File: config.mk
export PLATFORM = sky130hd
export DESIGN_NAME = usbps_regs
export DESIGN_NICKNAME = d
export VERILOG_FILES = /design/src/core/HANDOVER_end.sv /design/src/core/usbps_pkg.sv /design/src/core/usbps_sync_if.sv /design/src/core/usbps_sync.sv /design/src/core/usbps_regs.sv
export SDC_FILE = /design/constraint.sdc
export NUM_CORES = 1
export LEC_CHECK = 0
export ABC_AREA = 1
export BUFFER_PORTS_ARGS = -buffer_cell sky130_fd_sc_hd__buf_2
export CORE_ASPECT_RATIO = 1.5
export CORE_MARGIN = 5
export CORE_UTILIZATION = 50
export DETAILED_ROUTE_END_ITERATION = 10
export GPL_ROUTABILITY_DRIVEN = 0
export HOLD_SLACK_MARGIN = 0.03
export PLACE_DENSITY = 0.86
export RECOVER_POWER = 50
export SLEW_MARGIN = 0
export SYNTH_ARGS = -nofsm -noshare
export SYNTH_HDL_FRONTEND = slang
export SYNTH_SLANG_ARGS = --single-unit
File: constraint.sdc
create_clock -name hclk -period 2.9 [get_ports hclk]
set_input_delay 0.145 -clock hclk [delete_from_list [all_inputs] [get_ports hclk]]
set_output_delay 0.145 -clock hclk [all_outputs]
set_load 0.1 [all_outputs]
File: src/core/HANDOVER_end.sv
`timescale 1ns/1ps
`default_nettype none
`default_nettype wire

File: src/core/usbps_pkg.sv
// Package: register map, field positions, reset values and bus states
// for the USB / PS/2 control and status register bank.
// Assumes a 32-bit AHB-Lite slave, one aligned word per register.
package usbps_pkg;

    // ****************************************************************
    // Register indexes (byte address is four times the index)
    // ****************************************************************
    localparam logic [7:0] IDX_LINK     = 8'h1a; // link_status_control
    localparam logic [7:0] IDX_EPSEL    = 8'h1b; // endpoint_flags_bus_select
    localparam logic [7:0] IDX_CLKCTL   = 8'h1c; // system_clock_control
    localparam logic [7:0] IDX_TABLE_HIGH_POINTER     = 8'h1f; // table_high_pointer
    localparam logic [7:0] IDX_IRQ_STAT = 8'h20; // interrupt status, write one to clear
    localparam logic [7:0] IDX_IRQ_MASK = 8'h21; // interrupt mask, one enables

    // ****************************************************************
    // Field positions
    // ****************************************************************
    localparam int unsigned LINK_DAT_IN  = 4;
    localparam int unsigned LINK_CLK_IN  = 5;
    localparam int unsigned LINK_DAT_OUT = 6;
    localparam int unsigned LINK_CLK_OUT = 7;
    localparam int unsigned EP_NUM       = 4;  // endpoint flags in bits 3..0
    localparam int unsigned SEL_KBD      = 4;
    localparam int unsigned SEL_SERIAL   = 5;
    localparam int unsigned IND_SERIAL   = 7;
    localparam int unsigned CLK_BUS_EN   = 3;
    localparam int unsigned CLK_DEEP     = 4;
    localparam int unsigned CLK_OSC      = 6;
    localparam int unsigned IND_KBD      = 7;
    localparam int unsigned TABLE_HIGH_POINTER_W       = 5;
    localparam int unsigned IRQ_W        = 5;  // bits 3..0 endpoints, bit 4 clock fall
    localparam int unsigned IRQ_CLKFALL  = 4;

    // ****************************************************************
    // Reset values
    // ****************************************************************
    localparam logic        LINK_OUT_RST = 1'b1;
    localparam logic [4:0]  IRQ_MASK_RST = 5'h00;
    localparam logic [31:0] RDATA_ZERO   = 32'h0000_0000;

    // ****************************************************************
    // Bus slave phase
    // ****************************************************************
    typedef enum logic {
        BUS_IDLE,
        BUS_DATA
    } usbps_bus_t;

endpackage

File: src/core/usbps_sync_if.sv
// Interface: raw shared line levels into the synchroniser, settled out.
// Assumes both ends run on hclk.
`timescale 1ns/1ps
`default_nettype none
interface usbps_sync_if;
    logic [1:0] raw;    // bit 0 data line, bit 1 clock line
    logic [1:0] synced;

    modport top  (output raw, input synced);
    modport sync (input raw, output synced);
endinterface
`default_nettype wire

File: src/core/usbps_sync.sv
// Two-stage synchroniser for the shared line levels.
// Assumes raw levels come from pins, asynchronous to hclk.
`timescale 1ns/1ps
`default_nettype none
module usbps_sync (
    input  wire logic   hclk,
    input  wire logic   hresetn,
    usbps_sync_if.sync  lines
);
    typedef struct packed {
        logic [1:0] meta;
        logic [1:0] stable;
    } usbps_sync_t;

    usbps_sync_t s_q;
    usbps_sync_t s_d;

    // First stage feeds only the second
    always_comb begin
        s_d        = s_q;
        s_d.meta   = lines.raw;
        s_d.stable = s_q.meta;
    end

    // Idle lines float high
    always_ff @(posedge hclk or negedge hresetn) begin
        if (!hresetn) begin
            s_q <= '{meta: 2'h3, stable: 2'h3};
        end else begin
            s_q <= s_d;
        end
    end

    assign lines.synced = s_q.stable;
endmodule
`default_nettype wire

File: src/core/usbps_regs.sv
// Control and status register bank of the USB / PS/2 line interface.
// Assumes an AHB-Lite master on hclk, a USB engine on hclk that pulses
// ep_access and drives eng_*, and shared lines arriving from pins.
//
// Function
// - Write-only line drive bits reset high
// - Status bits 4,5 show line levels in keyboard mode only, each ANDed with its drive bit, else read 0
// - Endpoint access sets flag, raises interrupt
// - No new event until flag cleared
// - Bit 4 selects keyboard bus, resets 0
// - Bit 5 selects serial bus, resets 0
// - Select pair decides who drives lines
// - Serial mode indicator bit, resets 0
// - Clock control bit 3 gates bus clock
// - Deep suspend refused in serial mode
// - Bit 6 picks 6 or 12 MHz
// - Keyboard mode indicator bit, resets 0
// - Table pointer holds address bits 12..8
`timescale 1ns/1ps
`default_nettype none
module usbps_regs (
    input  wire logic        hclk,
    input  wire logic        hresetn,
    input  wire logic        hsel,
    input  wire logic [31:0] haddr,
    input  wire logic [1:0]  htrans,
    input  wire logic        hwrite,
    input  wire logic [2:0]  hsize,
    input  wire logic [31:0] hwdata,
    input  wire logic        hready,
    output logic      [31:0] hrdata,
    output logic             hreadyout,
    output logic             hresp,
    input  wire logic [3:0]  ep_access,
    input  wire logic        cpu_int_enable,
    input  wire logic        stack_full,
    input  wire logic        line_clk_in,
    output logic             line_clk_out,
    output logic             line_clk_oe,
    input  wire logic        line_dat_in,
    output logic             line_dat_out,
    output logic             line_dat_oe,
    input  wire logic        eng_clk_out,
    input  wire logic        eng_clk_oe,
    input  wire logic        eng_dat_out,
    input  wire logic        eng_dat_oe,
    output logic             usb_int,
    output logic             irq,
    output logic             bus_clock_enable,
    output logic             deep_suspend,
    output logic             low_voltage_reset_en,
    output logic             oscillator_rate_select,
    output logic [4:0]       table_page
);
    // ****************************************************************
    // State
    // ****************************************************************
    typedef struct packed {
        usbps_pkg::usbps_bus_t bus;
        logic [7:0]  idx;
        logic        wr;
        logic        hready;
        logic [31:0] hrdata;
        logic        dat_out;
        logic        clk_out;
        logic [3:0]  ep_flag;
        logic        kbd_sel;
        logic        ser_sel;
        logic        ser_ind;
        logic        clk_en;
        logic        deep_susp;
        logic        lvr_en;
        logic        osc_sel;
        logic        kbd_ind;
        logic [4:0]  table_high_pointer;
        logic [4:0]  irq_stat;
        logic [4:0]  irq_mask;
        logic        irq;
        logic        usb_int;
        logic        clk_prev;
        logic        pin_clk_out;
        logic        pin_clk_oe;
        logic        pin_dat_out;
        logic        pin_dat_oe;
    } usbps_state_t;

    usbps_state_t s_q;
    usbps_state_t s_d;
    usbps_sync_if sl ();

    logic        take;
    logic        wr_now;
    logic [3:0]  ep_clear;
    logic [3:0]  ep_new;
    logic        kbd_mode;
    logic        ser_mode;
    logic        clk_fall;
    logic [4:0]  irq_event;
    logic [7:0]  rd_byte;

    // Register index from a byte address
    function automatic logic [7:0] reg_index(input logic [31:0] addr);
        return addr[9:2];
    endfunction

    // True when a data-phase write hits the given register
    function automatic logic wr_hit(input logic w, input logic [7:0] i,
                                    input logic [7:0] want);
        return w && (i == want);
    endfunction

    // ****************************************************************
    // Line synchroniser
    // ****************************************************************
    assign sl.raw = {line_clk_in, line_dat_in};

    usbps_sync u_sync (
        .hclk    (hclk),
        .hresetn (hresetn),
        .lines   (sl)
    );

    // ****************************************************************
    // Next state
    // ****************************************************************
    always_comb begin
        s_d      = s_q;
        take     = hsel && hready && htrans[1];
        wr_now   = (s_q.bus == usbps_pkg::BUS_DATA) && s_q.wr;
        ep_clear = 4'h0;
        rd_byte  = 8'h00;

        // Bus phase tracking, one wait state per transfer
        case (s_q.bus)
            usbps_pkg::BUS_IDLE: begin
                s_d.hready = 1'b1;
                if (take) begin
                    s_d.bus    = usbps_pkg::BUS_DATA;
                    s_d.idx    = reg_index(haddr);
                    s_d.wr     = hwrite;
                    s_d.hready = 1'b0;
                end
            end
            usbps_pkg::BUS_DATA: begin
                s_d.bus    = usbps_pkg::BUS_IDLE;
                s_d.hready = 1'b1;
            end
            default: begin
                s_d.bus    = usbps_pkg::BUS_IDLE;
                s_d.hready = 1'b1;
            end
        endcase

        // Register writes in the data phase
        if (wr_hit(wr_now, s_q.idx, usbps_pkg::IDX_LINK)) begin
            s_d.dat_out = hwdata[usbps_pkg::LINK_DAT_OUT];
            s_d.clk_out = hwdata[usbps_pkg::LINK_CLK_OUT];
        end
        if (wr_hit(wr_now, s_q.idx, usbps_pkg::IDX_EPSEL)) begin
            ep_clear    = ~hwdata[usbps_pkg::EP_NUM-1:0] & s_q.ep_flag;
            s_d.ep_flag = hwdata[usbps_pkg::EP_NUM-1:0];
            s_d.kbd_sel = hwdata[usbps_pkg::SEL_KBD];
            s_d.ser_sel = hwdata[usbps_pkg::SEL_SERIAL];
            s_d.ser_ind = hwdata[usbps_pkg::IND_SERIAL];
        end
        if (wr_hit(wr_now, s_q.idx, usbps_pkg::IDX_CLKCTL)) begin
            s_d.clk_en    = hwdata[usbps_pkg::CLK_BUS_EN];
            s_d.deep_susp = hwdata[usbps_pkg::CLK_DEEP];
            s_d.osc_sel   = hwdata[usbps_pkg::CLK_OSC];
            s_d.kbd_ind   = hwdata[usbps_pkg::IND_KBD];
        end
        if (wr_hit(wr_now, s_q.idx, usbps_pkg::IDX_TABLE_HIGH_POINTER)) begin
            s_d.table_high_pointer = hwdata[usbps_pkg::TABLE_HIGH_POINTER_W-1:0];
        end
        if (wr_hit(wr_now, s_q.idx, usbps_pkg::IDX_IRQ_MASK)) begin
            s_d.irq_mask = hwdata[usbps_pkg::IRQ_W-1:0];
        end
        if (wr_hit(wr_now, s_q.idx, usbps_pkg::IDX_IRQ_STAT)) begin
            s_d.irq_stat = s_q.irq_stat & ~hwdata[usbps_pkg::IRQ_W-1:0];
        end

        // Mode from the select pair as it will stand
        kbd_mode = s_d.kbd_sel && !s_d.ser_sel;
        ser_mode = !s_d.kbd_sel && s_d.ser_sel;

        // Deep suspend never stands in serial mode
        if (ser_mode) begin
            s_d.deep_susp = 1'b0;
        end
        // Low-voltage reset only while deep suspend is off
        s_d.lvr_en = !s_d.deep_susp;

        // Endpoint events: taken only while the flag is clear or being cleared
        ep_new    = ep_access & (~s_q.ep_flag | ep_clear);
        s_d.ep_flag = s_d.ep_flag | ep_new;

        // Falling edge of the settled clock line in keyboard mode
        s_d.clk_prev = sl.synced[1];
        clk_fall     = s_q.clk_prev && !sl.synced[1] && kbd_mode;

        // Sticky status, set wins over a clearing write
        irq_event    = {clk_fall, ep_new};
        s_d.irq_stat = s_d.irq_stat | irq_event;
        s_d.irq      = |(s_d.irq_stat & s_d.irq_mask);

        // Interrupt towards the core while any endpoint waits, cpu_int_enable is high and stack_full is low
        s_d.usb_int = (|s_d.ep_flag) && cpu_int_enable && !stack_full;

        // Line drivers by mode
        if (kbd_mode) begin
            s_d.pin_clk_out = 1'b0;
            s_d.pin_clk_oe  = !s_d.clk_out;
            s_d.pin_dat_out = 1'b0;
            s_d.pin_dat_oe  = !s_d.dat_out;
        end else if (ser_mode) begin
            s_d.pin_clk_out = eng_clk_out;
            s_d.pin_clk_oe  = eng_clk_oe;
            s_d.pin_dat_out = eng_dat_out;
            s_d.pin_dat_oe  = eng_dat_oe;
        end else begin
            s_d.pin_clk_out = 1'b0;
            s_d.pin_clk_oe  = 1'b0;
            s_d.pin_dat_out = 1'b0;
            s_d.pin_dat_oe  = 1'b0;
        end

        // Read data, loaded at the end of the wait state
        case (s_q.idx)
            usbps_pkg::IDX_LINK: begin
                rd_byte[usbps_pkg::LINK_DAT_IN] = s_q.kbd_sel && !s_q.ser_sel
                                                  && sl.synced[0] && s_q.dat_out;
                rd_byte[usbps_pkg::LINK_CLK_IN] = s_q.kbd_sel && !s_q.ser_sel
                                                  && sl.synced[1] && s_q.clk_out;
            end
            usbps_pkg::IDX_EPSEL: begin
                rd_byte[usbps_pkg::EP_NUM-1:0]  = s_q.ep_flag;
                rd_byte[usbps_pkg::SEL_KBD]     = s_q.kbd_sel;
                rd_byte[usbps_pkg::SEL_SERIAL]  = s_q.ser_sel;
                rd_byte[usbps_pkg::IND_SERIAL]  = s_q.ser_ind;
            end
            usbps_pkg::IDX_CLKCTL: begin
                rd_byte[usbps_pkg::CLK_BUS_EN] = s_q.clk_en;
                rd_byte[usbps_pkg::CLK_DEEP]   = s_q.deep_susp;
                rd_byte[usbps_pkg::CLK_OSC]    = s_q.osc_sel;
                rd_byte[usbps_pkg::IND_KBD]    = s_q.kbd_ind;
            end
            usbps_pkg::IDX_TABLE_HIGH_POINTER: begin
                rd_byte[usbps_pkg::TABLE_HIGH_POINTER_W-1:0] = s_q.table_high_pointer;
            end
            usbps_pkg::IDX_IRQ_STAT: begin
                rd_byte[usbps_pkg::IRQ_W-1:0] = s_q.irq_stat;
            end
            usbps_pkg::IDX_IRQ_MASK: begin
                rd_byte[usbps_pkg::IRQ_W-1:0] = s_q.irq_mask;
            end
            default: begin
                rd_byte = 8'h00; // Unmapped reads as zero
            end
        endcase
        if (s_q.bus == usbps_pkg::BUS_DATA && !s_q.wr) begin
            s_d.hrdata = {24'h00_0000, rd_byte};
        end else begin
            s_d.hrdata = usbps_pkg::RDATA_ZERO;
        end
    end

    // ****************************************************************
    // Registers
    // ****************************************************************
    always_ff @(posedge hclk or negedge hresetn) begin
        if (!hresetn) begin
            s_q             <= '0;
            s_q.bus         <= usbps_pkg::BUS_IDLE;
            s_q.hready      <= 1'b1;
            s_q.dat_out     <= usbps_pkg::LINK_OUT_RST;
            s_q.clk_out     <= usbps_pkg::LINK_OUT_RST;
            s_q.irq_mask    <= usbps_pkg::IRQ_MASK_RST;
            s_q.clk_prev    <= 1'b1;
            s_q.lvr_en      <= 1'b1;
        end else begin
            s_q <= s_d;
        end
    end

    // ****************************************************************
    // Outputs, all from flops except hresp, tied low
    // ****************************************************************
    assign hrdata                 = s_q.hrdata;
    assign hreadyout              = s_q.hready;
    assign hresp                  = 1'b0; // Always OKAY
    assign usb_int                = s_q.usb_int;
    assign irq                    = s_q.irq;
    assign bus_clock_enable       = s_q.clk_en;
    assign deep_suspend           = s_q.deep_susp;
    assign low_voltage_reset_en   = s_q.lvr_en;
    assign oscillator_rate_select = s_q.osc_sel;
    assign table_page             = s_q.table_high_pointer;
    assign line_clk_out           = s_q.pin_clk_out;
    assign line_clk_oe            = s_q.pin_clk_oe;
    assign line_dat_out           = s_q.pin_dat_out;
    assign line_dat_oe            = s_q.pin_dat_oe;

    logic unused_ok;
    assign unused_ok = &{1'b0, hsize, haddr[31:10], haddr[1:0], hwdata[31:8]};
endmodule
`default_nettype wire

Word-level counts from Yosys, hierarchy flattened
Cells that the tools add are included.
{"block": "op_classes", "n_mux": 19, "eq_ne": 6, "n_bitwise": 11, "reduce_logical": 33}
{"op": "8-bit by 5-bit equality test with 1-bit output (second input constant)", "count": 4}
{"op": "1-bit logical AND", "count": 21}
{"op": "8-bit by 6-bit equality test with 1-bit output (second input constant)", "count": 2}
{"op": "4-bit 2-to-1 mux", "count": 3}
{"op": "3-bit one-hot mux with 4 select lines", "count": 1}
{"op": "11-bit 2-to-1 mux", "count": 1}
{"op": "5-bit AND", "count": 2}
{"op": "5-bit 2-to-1 mux", "count": 2}
{"op": "1-bit zero test", "count": 9}
{"op": "4-bit AND", "count": 2}
{"op": "8-bit 2-to-1 mux", "count": 1}
{"op": "4-bit NOT", "count": 2}
{"op": "4-bit bitwise OR", "count": 2}
{"op": "1-bit one-hot mux with 2 select lines", "count": 4}
{"op": "7-bit 2-to-1 mux", "count": 1}
{"op": "1-bit one-hot mux with 6 select lines", "count": 1}
{"op": "5-bit NOT", "count": 1}
{"op": "5-bit bitwise OR", "count": 1}
{"op": "1-bit one-hot mux with 5 select lines", "count": 1}
{"op": "5-bit OR reduction", "count": 1}
{"op": "4-bit OR reduction", "count": 1}
{"op": "1-bit 2-to-1 mux", "count": 3}
{"op": "2-bit 2-to-1 mux", "count": 1}
{"op": "2-bit AND reduction", "count": 1}
{"op": "1-bit NOT", "count": 1}
{"block": "totals", "elab_cells": 97, "input_bits": 86, "ff_bits": 83}

Longest topological paths before layout
{"block": "depth", "word_depth": 9, "mapped_depth": 11}

Modules after synthesis
Synthesis repeated with hierarchy kept, for this count alone.
{"block": "hier_totals", "cells_unflattened": 320, "hier_area_um2": 2875.3}
{"mod": "usbps_regs", "cells_per_inst": 316, "area_per_inst_um2": 2770.2, "seq_area_each_um2": 1382.6, "instances": 1}
{"mod": "usbps_sync", "cells_per_inst": 4, "area_per_inst_um2": 105.1, "seq_area_each_um2": 105.1, "instances": 1}

Least setup slack after synthesis
OpenSTA, ideal clock, no wires.
{"block": "synth_path", "path_kind": "register to register", "from": "reg s_q[72] (netlist bit)", "to": "reg s_q, in the netlist irq", "n_path_buf": 0, "arrival_ps": 1304, "period_less_slack_ps": 1423, "setup_ps": 119, "setup_slack_ps": 1477, "stages_incl_launch_ff": 11, "path_cell_list": "dfrtp_1 > inv_1 > nand2_1 > nor3_4 > nand3_4 > nand2_1 > o21ai_2 > nand2_1 > nand2_1 > nor2_1 > nand2_1"}
{"item": "start: declaration", "line_no": "usbps_regs.sv:87", "rtl": "usbps_state_t s_q;"}

==> qor.txt <==
cell with the most instances after synthesis: sky130_fd_sc_hd__nand2_1
max cap viols: 0
list of most frequent post-synthesis cells: sky130_fd_sc_hd__nand2_1 (98), sky130_fd_sc_hd__dfrtp_1 (50), sky130_fd_sc_hd__buf_4 (39), sky130_fd_sc_hd__inv_1 (30), sky130_fd_sc_hd__o21ai_0 (21)
class of the tightest hold or removal check: in -> reg
largest driver fanout on the critical path: 13
primary flip-flop cell chosen by synthesis mapping: sky130_fd_sc_hd__dfrtp_1
fraction of layout cells with a size suffix above 1: 20.2%
kind of start point of the critical path: register
CTS clk-pin slew, worst paths: 0.07 ns
number of nets in the layout: 482
CTS Buf Count: 9
# H-tree levels: 3
wire length per cell: 13.0 um
antenna violations before repair: 0
antenna cells: 0
RSZ-0062 raised after global routing: false
initial drt markers: 121
critical path's largest stage delay: 0.44 ns
number of enable flip-flop cells after synthesis: 0
post-synthesis instance area: 2860 um2
vias after detailed routing: 2292
total I/O pin count: 135
endpoint arrival time on the critical path: 2.07 ns
clock tree from TritonCTS: done
Seq/Total Area, Yosys: 52.0%
CP most frequent cell: sky130_fd_sc_hd__nand2_1
Adder-Cell Fraction of Synth Area: 0%
dpl hpwl: 4570 um
final total negative setup slack: 0 ns
total iterations of the first detailed-routing run: 4
share of the synthesized area in compound gates (AO/OA/AOI/OAI): 8.67%
number of instances in the synthesized netlist: 325
global-route wire length before repair: 9770 um
Bufs on Longest Clock Path: 2
slowest cell on the critical path: sky130_fd_sc_hd__inv_1
top cell type's share of synthesized area: 43.8%
Yosys reg bits: 59
GR Overflow Total: 0
PostCTS Resize Cnt: 0
share of flip-flops with an asynchronous set or reset after synthesis: 100%
final wirelength: 6130 um
Placeable Area: 5530 um2
count of buffer and inverter cells on the critical path: 2
Hold Worst Slack: 0.0334 ns
Rel. slew slack: 21.7%
initial standard-cell utilization of the core: 51.7%
Util after Layout: 61.4%
insertion delay to the later sink of the worst-skew pair: 0.34 ns
power density normalized to cell area: 604 nW/um2
Routed Antenna Nets: 0
Critical Path RT: 3.17 ns
warnings from Yosys: 0
Hold Fails Final Rpt: 0
clk_skew: 0.00804 ns
Design Power: 2050 uW
area of the die: 7360 um2
number of design rule violations left after detail routing: 0
crit path kind: reg -> reg
number of vias per cell after detailed routing: 4.87
Post-Place Setup Slack: 1.12 ns
count of standard-cell rows: 33
cell type with the largest total area after synthesis: sky130_fd_sc_hd__dfrtp_1
Post-Synth Simple-Gate Area: 23.8%
time the final worst path needs with I/O delays and setup: 1.80 ns
count of clock tree sinks: 59
unique cell type count in the Yosys netlist: 29
dominant delay contributor by cell family on the critical path: simple AND/OR/NAND/NOR gates
Static Leak: 0.00167 uW
f_max: 557 MHz
via count of the first global-routing pass: 2238
highest ir drop seen on vdd: 408 uV
crit-path cells: nand2_1 -> inv_1 -> nand3_4 -> nand2_1 -> o21ai_2 -> inv_2 -> nand3_2 -> nand2_2 -> nand2_1 -> nand2_1
cell at the root of the clock tree: sky130_fd_sc_hd__clkbuf_8
Tcrit/Tclk final: 61.9%
combinational family with the most area after synthesis: simple AND/OR/NAND/NOR gates
IO Port Bufs: 57
floorplan die width: 71.7 um
mean post-synth cell area: 8.80 um2
share of the synthesized netlist area taken by xor and xnor gates: 0%
Layout Area Growth over Synthesis: 18.9%
pin slew with the least headroom to its limit: 1.18 ns
outcome: completed
cell types with the largest area share after synthesis: sky130_fd_sc_hd__dfrtp_1 (44%), sky130_fd_sc_hd__nand2_1 (13%), sky130_fd_sc_hd__buf_4 (10%)
multiplexer share of the synthesized area: 0.394%
endpoints failing setup: 0
number of pins with negative max-slew slack in the final report: 0
Die Y-Extent: 103 um
pin count of the biggest net entering global routing: 40
All-Layer GR Usage: 17.5%
setup ws final: 1.10 ns
type of destination of the critical path: register
[state kept, by name, indices dropped and copies added, names as in the netlist, 2 cells and up]
signal	cells
hrdata	8
s_q	31
table_page	5
u_sync.lines.synced	2
u_sync.s_d	2
[metal layers]
layer / part of all wire, % / track usage [%] / vias up
met5: 0 / 0 / -
met4: 3.6 / 11.9 / 0
met3: 7.6 / 5.76 / 18
met2: 53 / 29.7 / 95
met1: 36 / 18.2 / 1058
li1: - / - / 1121
[where the power goes]
part	total [uW]	internal (uW)	switching, uW
Sequential	899	870	29.8
Clock	778	464	315
Combinational	377	72.7	304
Total	2050	1410	649
[worst register-to-register path: cells and delay by family (launching register included)]
kind	cells	cell delay, ns
and+or+nand+nor	7	0.75
buffers and inverters	2	0.54
DFF	1	0.37
AOI/OAI and AO/OA	1	0.07
[final timing paths]
kind	depth (start not counted)	to	startpoint	slack, ns
worst max-delay path	10	irq$_DFF_PN0_	s_q[69]$_DFFE_PN0P_	1.10
worst min-delay path	3	line_dat_oe$_DFF_PN0_	eng_dat_oe	0.03
worst max register to register	10	irq$_DFF_PN0_	s_q[69]$_DFFE_PN0P_	1.10
worst min register to register	0	u_sync.lines.synced[0]$_DFF_PN1_	u_sync.s_d[0]$_DFF_PN1_	0.36
max in group asynchronous	3	low_voltage_reset_en$_DFF_PN1_	hresetn	1.63
min in group asynchronous	2	s_q[30]$_DFF_PN0_	hresetn	0.44
[placed cells by master (no fill, tap or decap), drive strengths merged]
cell         synthesis  final
nor3                 2      2
dfstp                9      9
nand2              101    101
a41oi                2      2
nand4                9      9
nand3               15     15
dfrtp               50     50
nor2                18     18
inv                 34     34
buf                 39     37
mux2                 1      1
a21oi               11     11
bufinv               0      1
conb                 1     25
clkbuf               1     33
dlygate4sd3          0     18
and3                 1      1
o211ai               1      1
clkinvlp             0      1
a31oi                1      1
o21ai               27     27
clkinv               1      3
o31ai                1      1
[metrics by stage]
step	std cells	instance area (um2)
after floorplan	349	2950
after global placement	437	3030
after detailed placement	437	3030
after CTS	471	3430
after global routing	471	3400
final	471	3400
[logic make-up (layout without fill, tap and decap cells)]
kind of cell | Yosys count | in the layout
and+or+nand+nor | 146 | 146
muxes | 1 | 1
other | 1 | 25
buffers and inverters | 75 | 127
AOI/OAI and AO/OA | 43 | 43
DFF | 59 | 59
[timing repair]
item	in CTS	in global routing
hold endpoints to repair	46	0
hold buffers	18	0
setup buffers	0	0
endpoints found under the setup margin	0	0
[final cells by class]
| class | count | area (um2) |
|---|---|---|
| Inverter | 35 | 131 |
| Timing Repair Buffer | 76 | 447 |
| Sequential cell | 59 | 1490 |
| Clock inverter | 4 | 47.5 |
| Fill cell | 483 | 2130 |
| Clock buffer | 12 | 165 |
| Multi-Input combinational cell | 215 | 1030 |
| Tap cell | 70 | 87.6 |
(Power assumes the default switching activity.)
